### src/verilog/pmx_pkg.sv
/*
 * Constants and types for the multipurpose pin multiplexer: register
 * offsets, reset values, field positions, output source codes and the
 * input pin pick encoding.
 * Assumes an 8-bit register port with byte offsets as printed.
 */
`default_nettype none

package pmx_pkg;

	// ========================================================
	// Register offsets
	localparam logic [7:0] OFF_PIN_DIRECTION = 8'h60;
	localparam logic [7:0] OFF_PIN0_SOURCE = 8'h61;
	localparam logic [7:0] OFF_PIN1_SOURCE = 8'h62;
	localparam logic [7:0] OFF_PIN2_SOURCE = 8'h63;
	localparam logic [7:0] OFF_INPUT_ROUTING = 8'h64;
	localparam logic [7:0] OFF_SW_PIN_LEVELS = 8'h65;

	// ========================================================
	// Reset values
	localparam logic [7:0] RST_PIN_DIRECTION = 8'h00;
	localparam logic [7:0] RST_PIN_SOURCE = 8'h00;
	localparam logic [7:0] RST_INPUT_ROUTING = 8'h00;
	localparam logic [7:0] RST_SW_PIN_LEVELS = 8'h00;
	localparam logic [7:0] RDATA_UNMAPPED = 8'h00;

	// ========================================================
	// Field positions
	localparam int PIN_COUNT = 3;
	localparam int SOURCE_CODE_LSB = 0;
	localparam int SOURCE_CODE_MSB = 3;
	localparam int MISO_PICK_LSB = 6;
	localparam int SYNC_PICK_LSB = 4;
	localparam int RESET_PICK_LSB = 2;
	localparam int MUTE_PICK_LSB = 0;

	// ========================================================
	// Output source codes
	localparam logic [3:0] SRC_LOW = 4'h0;
	localparam logic [3:0] SRC_SW_LEVEL = 4'h2;
	localparam logic [3:0] SRC_MUTE_BOTH = 4'h3;
	localparam logic [3:0] SRC_MUTE_LEFT = 4'h4;
	localparam logic [3:0] SRC_MUTE_RIGHT = 4'h5;
	localparam logic [3:0] SRC_CLOCK_INVALID = 4'h6;
	localparam logic [3:0] SRC_WARNING_N = 4'h8;
	localparam logic [3:0] SRC_AUDIO_AUDIO_SERIAL_DATA_OUT = 4'h9;
	localparam logic [3:0] SRC_FAULT_N = 4'hb;
	localparam logic [3:0] SRC_SPI_CLK = 4'hc;
	localparam logic [3:0] SRC_SPI_MOSI = 4'hd;

	// ========================================================
	// Input pin pick encoding
	typedef enum logic [1:0] {
		PICK_NONE = 2'b00,
		PICK_PIN0 = 2'b01,
		PICK_PIN1 = 2'b10,
		PICK_PIN2 = 2'b11
	} pmx_pick_t;

	// Levels seen by routed inputs when no pin is picked
	localparam logic IDLE_MISO = 1'b0;
	localparam logic IDLE_SYNC = 1'b0;
	localparam logic IDLE_RESET_N = 1'b1;
	localparam logic IDLE_MUTE_N = 1'b1;

endpackage

`default_nettype wire

### src/verilog/pmx_pin_mux.sv
/*
 * Multipurpose pin multiplexer: direction, output source and software
 * level registers for three pins, and routing of pin levels to the
 * serial-flash data input, ramp phase sync, reset and mute inputs.
 * Assumes an 8-bit register port on clk_sys with one-cycle read
 * latency, internal sources synchronous to clk_sys, and pads resolved
 * outside from pad_out and pad_oe.
 */
// What this block does
// (RQ1) Bits 2..0 of direction register set each pin: 0 input, 1 output.
// (RQ2) Direction register resets to zero, so all pins start as inputs.
// (RQ3) Source code 0000 drives low; 0010 drives the software level.
// (RQ4) Code 0011 outputs auto-mute, high only when both channels muted.
// (RQ5) Code 0100 outputs left auto-mute, 0101 right auto-mute.
// (RQ6) Code 0110 outputs the clock-invalid flag.
// (RQ7) Code 1000 outputs the active-low warning.
// (RQ8) Code 1001 outputs serial audio data out.
// (RQ9) Code 1011 outputs the active-low fault.
// (RQ10) Code 1100 outputs serial-flash clock, 1101 its MOSI data.
// (RQ11) Pins 1 and 2 have own selectors in bits 3..0, same codes.
// (RQ12) Routing bits 7-6 pick MISO pin, 5-4 phase sync pin.
// (RQ13) Bits 3-2 pick reset pin; this register ignores that reset.
// (RQ14) Bits 1-0 pick mute pin; low mute forces output stage hi-Z.
// (RQ15) Software level register bits 2..0 give each pin's level.
// (RQ16) Code 1010 and reserved codes drive the pin low.
// (RQ17) Input pins never drive; their level feeds the routing.
`timescale 1ns/1ps
`default_nettype none

module pmx_pin_mux (
	input wire logic clk_sys,
	input wire logic rst,
	input wire logic [7:0] reg_addr,
	input wire logic [7:0] reg_wdata,
	input wire logic reg_wr,
	input wire logic reg_rd,
	output logic [7:0] reg_rdata,
	input wire logic [2:0] pad_in,
	output logic [2:0] pad_out,
	output logic [2:0] pad_oe,
	input wire logic auto_mute_left,
	input wire logic auto_mute_right,
	input wire logic clock_invalid,
	input wire logic warning_out_n,
	input wire logic fault_out_n,
	input wire logic audio_serial_data_out,
	input wire logic spi_clk,
	input wire logic spi_mosi,
	output logic spi_miso,
	output logic ramp_phase_sync,
	output logic pin_reset_n,
	output logic mute_in_n,
	output logic output_stage_hiz
);

	// ========================================================
	// State
	typedef struct packed {
		logic [7:0] pin_direction;
		logic [7:0] pin0_output_source;
		logic [7:0] pin1_output_source;
		logic [7:0] pin2_output_source;
		logic [7:0] input_routing;
		logic [7:0] software_pin_levels;
		logic [7:0] rdata;
		logic miso;
		logic phase_sync;
		logic reset_n;
		logic mute_n;
		logic stage_hiz;
	} pmx_state_t;

	pmx_state_t st;
	pmx_state_t next_st;

	logic [2:0] pad_level;
	logic [2:0] drive_enable;
	logic [2:0][3:0] source_code;
	logic [2:0] sw_level;
	pmx_pkg::pmx_pick_t miso_pick;
	pmx_pkg::pmx_pick_t sync_pick;
	pmx_pkg::pmx_pick_t reset_in_pin_pick;
	pmx_pkg::pmx_pick_t mute_in_pin_pick;

	// ========================================================
	// Pad input synchroniser
	// Pads are asynchronous; routing only ever sees the resynced level.
	pmx_sync #(
		.WIDTH(pmx_pkg::PIN_COUNT)
	) u_pad_sync (
		.clk_sys(clk_sys),
		.rst(rst),
		.async_in(pad_in),
		.sync_out(pad_level)
	);

	// ========================================================
	// Field extraction
	always_comb begin
		drive_enable = st.pin_direction[2:0]; // RQ1
		source_code[0] = st.pin0_output_source[pmx_pkg::SOURCE_CODE_MSB:pmx_pkg::SOURCE_CODE_LSB];
		source_code[1] = st.pin1_output_source[pmx_pkg::SOURCE_CODE_MSB:pmx_pkg::SOURCE_CODE_LSB]; // RQ11
		source_code[2] = st.pin2_output_source[pmx_pkg::SOURCE_CODE_MSB:pmx_pkg::SOURCE_CODE_LSB]; // RQ11
		sw_level = st.software_pin_levels[2:0]; // RQ15
		miso_pick = pmx_pkg::pmx_pick_t'(st.input_routing[pmx_pkg::MISO_PICK_LSB +: 2]); // RQ12
		sync_pick = pmx_pkg::pmx_pick_t'(st.input_routing[pmx_pkg::SYNC_PICK_LSB +: 2]); // RQ12
		reset_in_pin_pick = pmx_pkg::pmx_pick_t'(st.input_routing[pmx_pkg::RESET_PICK_LSB +: 2]);
		mute_in_pin_pick = pmx_pkg::pmx_pick_t'(st.input_routing[pmx_pkg::MUTE_PICK_LSB +: 2]);
	end

	// ========================================================
	// Per-pin output drivers
	genvar gi;
	generate
		for (gi = 0; gi < pmx_pkg::PIN_COUNT; gi++) begin : g_pin
			pmx_pin_drive u_drive (
				.clk_sys(clk_sys),
				.rst(rst),
				.drive_enable(drive_enable[gi]),
				.source_code(source_code[gi]),
				.sw_level(sw_level[gi]),
				.auto_mute_left(auto_mute_left),
				.auto_mute_right(auto_mute_right),
				.clock_invalid(clock_invalid),
				.warning_out_n(warning_out_n),
				.fault_out_n(fault_out_n),
				.audio_serial_data_out(audio_serial_data_out),
				.spi_clk(spi_clk),
				.spi_mosi(spi_mosi),
				.pad_out(pad_out[gi]),
				.pad_oe(pad_oe[gi])
			);
		end
	endgenerate

	// ========================================================
	// Input routing helper
	// Routes the pad level even while that pin drives, so a driven pin
	// simply loops its own output back.
	function automatic logic pick_level(
		input pmx_pkg::pmx_pick_t pick,
		input logic [2:0] levels,
		input logic idle
	);
		logic result;
		result = idle;
		case (pick)
			pmx_pkg::PICK_NONE: result = idle;
			pmx_pkg::PICK_PIN0: result = levels[0];
			pmx_pkg::PICK_PIN1: result = levels[1];
			pmx_pkg::PICK_PIN2: result = levels[2];
			default: result = idle;
		endcase
		return result;
	endfunction

	// ========================================================
	// Next state
	always_comb begin
		next_st = st;

		// Register writes; full byte stored, reserved bits read back
		if (reg_wr) begin
			case (reg_addr)
				pmx_pkg::OFF_PIN_DIRECTION: begin
					next_st.pin_direction = reg_wdata; // RQ1
				end
				pmx_pkg::OFF_PIN0_SOURCE: begin
					next_st.pin0_output_source = reg_wdata;
				end
				pmx_pkg::OFF_PIN1_SOURCE: begin
					next_st.pin1_output_source = reg_wdata; // RQ11
				end
				pmx_pkg::OFF_PIN2_SOURCE: begin
					next_st.pin2_output_source = reg_wdata; // RQ11
				end
				pmx_pkg::OFF_INPUT_ROUTING: begin
					next_st.input_routing = reg_wdata; // RQ12
				end
				pmx_pkg::OFF_SW_PIN_LEVELS: begin
					next_st.software_pin_levels = reg_wdata; // RQ15
				end
				default: begin
					next_st.pin_direction = st.pin_direction;
				end
			endcase
		end

		// Register reads, answered one cycle later and held
		if (reg_rd) begin
			case (reg_addr)
				pmx_pkg::OFF_PIN_DIRECTION: begin
					next_st.rdata = st.pin_direction;
				end
				pmx_pkg::OFF_PIN0_SOURCE: begin
					next_st.rdata = st.pin0_output_source;
				end
				pmx_pkg::OFF_PIN1_SOURCE: begin
					next_st.rdata = st.pin1_output_source;
				end
				pmx_pkg::OFF_PIN2_SOURCE: begin
					next_st.rdata = st.pin2_output_source;
				end
				pmx_pkg::OFF_INPUT_ROUTING: begin
					next_st.rdata = st.input_routing;
				end
				pmx_pkg::OFF_SW_PIN_LEVELS: begin
					next_st.rdata = st.software_pin_levels;
				end
				default: begin
					next_st.rdata = pmx_pkg::RDATA_UNMAPPED;
				end
			endcase
		end

		// Routed inputs
		next_st.miso = pick_level(miso_pick, pad_level, pmx_pkg::IDLE_MISO); // RQ12
		next_st.phase_sync = pick_level(sync_pick, pad_level, pmx_pkg::IDLE_SYNC); // RQ12
		next_st.reset_n = pick_level(reset_in_pin_pick, pad_level, pmx_pkg::IDLE_RESET_N); // RQ13
		next_st.mute_n = pick_level(mute_in_pin_pick, pad_level, pmx_pkg::IDLE_MUTE_N); // RQ14
		next_st.stage_hiz = ~next_st.mute_n; // RQ14
	end

	// ========================================================
	// State register
	// Only rst clears the registers; pin_reset_n leaves for the rest of
	// the device and never loops back here.
	always_ff @(posedge clk_sys) begin
		if (rst) begin // RQ13
			st.pin_direction <= pmx_pkg::RST_PIN_DIRECTION; // RQ2
			st.pin0_output_source <= pmx_pkg::RST_PIN_SOURCE;
			st.pin1_output_source <= pmx_pkg::RST_PIN_SOURCE;
			st.pin2_output_source <= pmx_pkg::RST_PIN_SOURCE;
			st.input_routing <= pmx_pkg::RST_INPUT_ROUTING;
			st.software_pin_levels <= pmx_pkg::RST_SW_PIN_LEVELS;
			st.rdata <= pmx_pkg::RDATA_UNMAPPED;
			st.miso <= pmx_pkg::IDLE_MISO;
			st.phase_sync <= pmx_pkg::IDLE_SYNC;
			st.reset_n <= pmx_pkg::IDLE_RESET_N;
			st.mute_n <= pmx_pkg::IDLE_MUTE_N;
			st.stage_hiz <= 1'b0;
		end else begin
			st <= next_st;
		end
	end

	// ========================================================
	// Outputs
	assign reg_rdata = st.rdata;
	assign spi_miso = st.miso;
	assign ramp_phase_sync = st.phase_sync;
	assign pin_reset_n = st.reset_n;
	assign mute_in_n = st.mute_n;
	assign output_stage_hiz = st.stage_hiz;

endmodule

`default_nettype wire

### src/verilog/pmx_sync.sv
/*
 * Two flip-flop synchroniser for a bundle of asynchronous pin levels.
 * Assumes each bit is an independent level; no multi-bit coherence.
 */
`timescale 1ns/1ps
`default_nettype none

module pmx_sync #(
	parameter int WIDTH = 3
) (
	input wire logic clk_sys,
	input wire logic rst,
	input wire logic [WIDTH-1:0] async_in,
	output logic [WIDTH-1:0] sync_out
);

	typedef struct packed {
		logic [WIDTH-1:0] stage1;
		logic [WIDTH-1:0] stage2;
	} pmx_sync_state_t;

	pmx_sync_state_t st;
	pmx_sync_state_t next_st;

	// ========================================================
	// Stage one feeds only stage two
	always_comb begin
		next_st = st;
		next_st.stage1 = async_in;
		next_st.stage2 = st.stage1;
	end

	always_ff @(posedge clk_sys) begin
		if (rst) begin
			st <= '0;
		end else begin
			st <= next_st;
		end
	end

	assign sync_out = st.stage2;

endmodule

`default_nettype wire

### src/verilog/pmx_pin_drive.sv
/*
 * Output source selector and driver for one multipurpose pin.
 * Assumes all sources are levels from logic on clk_sys.
 */
`timescale 1ns/1ps
`default_nettype none

module pmx_pin_drive (
	input wire logic clk_sys,
	input wire logic rst,
	input wire logic drive_enable,
	input wire logic [3:0] source_code,
	input wire logic sw_level,
	input wire logic auto_mute_left,
	input wire logic auto_mute_right,
	input wire logic clock_invalid,
	input wire logic warning_out_n,
	input wire logic fault_out_n,
	input wire logic audio_serial_data_out,
	input wire logic spi_clk,
	input wire logic spi_mosi,
	output logic pad_out,
	output logic pad_oe
);

	typedef struct packed {
		logic level;
		logic oe;
	} pmx_drive_state_t;

	pmx_drive_state_t st;
	pmx_drive_state_t next_st;

	// ========================================================
	// Source selection
	always_comb begin
		next_st = st;
		next_st.oe = drive_enable; // RQ17
		case (source_code)
			pmx_pkg::SRC_LOW: next_st.level = 1'b0; // RQ3
			pmx_pkg::SRC_SW_LEVEL: next_st.level = sw_level; // RQ3
			pmx_pkg::SRC_MUTE_BOTH: next_st.level = auto_mute_left & auto_mute_right; // RQ4
			pmx_pkg::SRC_MUTE_LEFT: next_st.level = auto_mute_left; // RQ5
			pmx_pkg::SRC_MUTE_RIGHT: next_st.level = auto_mute_right; // RQ5
			pmx_pkg::SRC_CLOCK_INVALID: next_st.level = clock_invalid; // RQ6
			pmx_pkg::SRC_WARNING_N: next_st.level = warning_out_n; // RQ7
			pmx_pkg::SRC_AUDIO_AUDIO_SERIAL_DATA_OUT: next_st.level = audio_serial_data_out; // RQ8
			pmx_pkg::SRC_FAULT_N: next_st.level = fault_out_n; // RQ9
			pmx_pkg::SRC_SPI_CLK: next_st.level = spi_clk; // RQ10
			pmx_pkg::SRC_SPI_MOSI: next_st.level = spi_mosi; // RQ10
			default: next_st.level = 1'b0; // RQ16
		endcase
	end

	always_ff @(posedge clk_sys) begin
		if (rst) begin
			st <= '0;
		end else begin
			st <= next_st;
		end
	end

	assign pad_out = st.level;
	assign pad_oe = st.oe;

endmodule

`default_nettype wire

### config.mk
export PLATFORM = sky130hd
export DESIGN_NAME = pmx_pin_mux
export DESIGN_NICKNAME = d
export VERILOG_FILES = /design/src/verilog/pmx_pkg.sv /design/src/verilog/pmx_pin_mux.sv /design/src/verilog/pmx_sync.sv /design/src/verilog/pmx_pin_drive.sv
export SDC_FILE = /design/constraint.sdc
export NUM_CORES = 1
export LEC_CHECK = 0
export BUFFER_PORTS_ARGS = -buffer_cell sky130_fd_sc_hd__buf_4
export CAP_MARGIN = 30
export CORE_MARGIN = 3
export CORE_UTILIZATION = 45
export DETAILED_ROUTE_END_ITERATION = 8
export PLACE_DENSITY = 0.75
export SETUP_SLACK_MARGIN = 0.1
export SYNTH_ARGS = -nofsm -noshare
export SYNTH_HDL_FRONTEND = slang
export SYNTH_HIERARCHICAL = 1
export SYNTH_SLANG_ARGS = --single-unit
### constraint.sdc
create_clock -name clk_sys -period 3.8 [get_ports clk_sys]
set_input_delay 1.14 -clock clk_sys [delete_from_list [all_inputs] [get_ports clk_sys]]
set_output_delay 1.14 -clock clk_sys [all_outputs]
set_load 0.02 [all_outputs]
==> results.md <==
* Slew @ Worst Pin at between 0.8 and 0.9 ns
* WL/cell at between 15 and 20 um
* CP Capture Type: flop
* Via/cell ratio at 5.41
* Max VDD drop at 237 uV
* Fmax achieved at 427 MHz
* First-pass GRT wire length at 12,600 um
* Yosys cell types at 35
* Final period util at 0.617
* Yosys warnings at 6
* Clock network power share at 0.431
* Avg Synthesized Cell Area at approximately 10 um2
* Via count at around 2,600
* Die Span X at ~95 um
* Yosys reg bits at 73
* Crit path time final at approximately 2.3 ns
* Hold Vio Cnt, Final at 0
* Largest net degree at the start of global routing at 76
* Fill count at around 660
* Overall routing resource usage at 0.182
* Die area at between 9000 and 10,000 um2
* CTS Sinks at 73
* Starting density of the core at 0.480
* Post-synthesis cell count at 350
* DRC errors left at 0
* Post-Syn Area at ~3600 um2
* Sequential fraction of the synthesis area at 0.407
* DR pass1 iterations at 5
* GPL Wtd Cong at 0.752
* Postcts setup bufs at 0
* Final setup fails at 0
* Ports at 50
* Worst-case clock buffer depth at 2
* Final WS setup at between 1 and 1.5 ns
* Crit start category: input port
* Area post-placement at around 4000 um2
* Final instance area at between 4000 and 5000 um2
* Worst skew pair latency at between 0.3 and 0.4 ns
* Hold Startpoint: u_pad_sync/next_st[2]
* Sw Ratio at 0.212
* Combinational Power Share at 0.061
* RSZ-0062 raised after global routing: false
* MaxCap Viol Count at 0
* GRT Residual Overflow at 0
* CP required at a little over 4 ns
* Row count at 31
* Pre-CTS setup slack at 1.11 ns
* Detailed Route WL at between 7000 and 8000 um
* Clock transition at path regs at around 0.070 ns
* Detail Route Antenna Nets at 0
* Worst r2r src: source_code[4]
* Status: completed
* Fin Clk Skew at about 0.0071 ns
* Area grow syn2layout at 15.1%
* Slew headroom at 0.415
* CTS tree: yes
* # hold bufs at CTS at 0
* CTS buffer count at 9
* Die H at ~95 um
* Min-Delay Path Class: reg2reg
* Crit path DAT at between 2 and 3 ns
* Leak at between 1.5 and 2 nW
* Port bufs at 49
* Sw Pwr at around 320 uW
* Fin Setup TNS at 0 ns
* Synth Net Count at 381
* Final Max Tran Viols at 0
* Vias in the first global route at 2,530
* Sequential Power Share at 0.508
* Crit-path max FO at 8
* H-tree level count at 3
* Initial antenna violation count at 0
* Pint at 1.20 mW
* 1st-iter DRT viols at 97
* Critical path origin: reg_addr[4]
* Root Buffer: clkbuf_8
* Net count, final at around 420
* Power density over the cells at approximately 370 nW/um2
* Crit Path Class: in2reg
* CTS resizes at 0
* Core area at ~7500 um2
* HPWL Detailed at around 5300 um
* Number of diodes at 0
* Share of layout cells above drive strength 1 at 0.262
[metrics by stage]
stage	utilization	std cells	power (mW)	hold WS, ns
final	0.552	488	1.52	0.441
after global routing	0.552	488	1.58	0.470
after CTS	0.552	488	1.53	0.445
after detailed placement	0.524	473	0.881	0.428
after global placement	0.524	473	0.878	0.418
after floorplan	-	350	0.838	0.414
[path summary, 6_finish.rpt]
kind	end	slack [ns]	cells after the start
worst max register to register	g_pin[1].u_drive/pad_out	2.33	3
worst min register to register	u_pad_sync/sync_out[2]	0.44	1
worst min-delay path	u_pad_sync/sync_out[2]	0.44	1
worst max-delay path	drive_enable[2]	1.46	4
[cells by family after synthesis]
kind of cell / synth area share
simple gates: 0.204
mux: 0.258
compound gates: 0.0829
flops: 0.407
buf+inv: 0.0477
[synthesized netlist by cell type (all sizes together)]
library cell,n,share of area
mux2,29,0.094
dfxtp,73,0.41
nor3b,1,0.0021
buf,16,0.035
and2b,3,0.0063
a21oi,4,0.0056
a222oi,8,0.022
a211oi,3,0.0063
o21ai,23,0.032
or2,1,0.0017
nand3,12,0.024
a211o,3,0.0073
inv,3,0.0031
and3b,2,0.0052
nand3b,5,0.010
a21o,1,0.0021
nor4b,1,0.0066
nand2b,56,0.097
nor2b,12,0.021
or3b,1,0.0024
nor2,3,0.0031
mux2i,59,0.16
a221oi,3,0.0073
and3,3,0.0059
clkbuf,9,0.0094
nand4,1,0.0017
nand2,12,0.013
nor3,3,0.0042
[placed cells by master (no fill, tap or decap), types with 2 or more instances in the layout]
| cell type | netlist | routed |
|---|---|---|
| nor2b_1 | 12 | 12 |
| nand3_1 | 7 | 7 |
| clkbuf_1 | 9 | 2 |
| a221oi_1 | 3 | 3 |
| bufinv_16 | 0 | 2 |
| a211o_1 | 3 | 3 |
| and3_2 | 2 | 2 |
| nor2_1 | 3 | 3 |
| clkbuf_8 | 0 | 10 |
| buf_4 | 9 | 49 |
| nor3_1 | 3 | 3 |
| o21ai_0 | 23 | 23 |
| a21oi_1 | 4 | 4 |
| nand2_1 | 12 | 12 |
| nand2b_1 | 56 | 56 |
| nand3b_1 | 5 | 5 |
| mux2_2 | 26 | 26 |
| dfxtp_1 | 73 | 73 |
| mux2_4 | 3 | 3 |
| and2b_1 | 3 | 3 |
| mux2i_1 | 59 | 59 |
| a222oi_1 | 8 | 8 |
| a211oi_1 | 3 | 3 |
| inv_1 | 3 | 3 |
| nand3_2 | 5 | 5 |
[worst max-delay path: stages]
cell and delay [ns]:
buf_4 0.12, nor4b_4 0.64, nand3_2 0.43, mux2i_1 0.27
[state kept, by name (all words and copies together), names as in the netlist]
signal                 flops
reset_in_pin_pick          2
g_pin.u_drive/pad_oe       3
reg_rdata                  8
ramp_phase_sync            1
output_stage_hiz           1
pin_reset_n                1
mute_in_pin_pick           2
miso_pick                  2
u_pad_sync/sync_out        3
g_pin.u_drive/pad_out      3
source_code               12
u_pad_sync/next_st         3
spi_miso                   1
mute_in_n                  1
st                        27
drive_enable               3
[final cells by class]
class	instances	area [um2]	share of cell area
Tap cell	99	124	0.0300
Inverter	3	11.3	0.00272
Timing Repair Buffer	49	368	0.0890
Sequential cell	73	1460	0.353
Clock buffer	12	145	0.0351
Clock inverter	3	65.1	0.0157
Multi-Input combinational cell	249	1960	0.474
[power by group through the flow]
stage	Clock (mW)	Combinational, mW	Sequential (mW)
floorplan	0	0.0509	0.787
global placement	0	0.0902	0.788
detailed placement	0	0.0927	0.788
CTS	0.668	0.0927	0.770
global route	0.709	0.101	0.770
finish	0.654	0.0928	0.771
[per-layer routing]
layer  GRT usage  share of wire
met5           0              0
met4      0.0517          0.014
met3      0.0560          0.055
met2       0.280           0.45
met1       0.246           0.48
(Power assumes the default switching activity.)
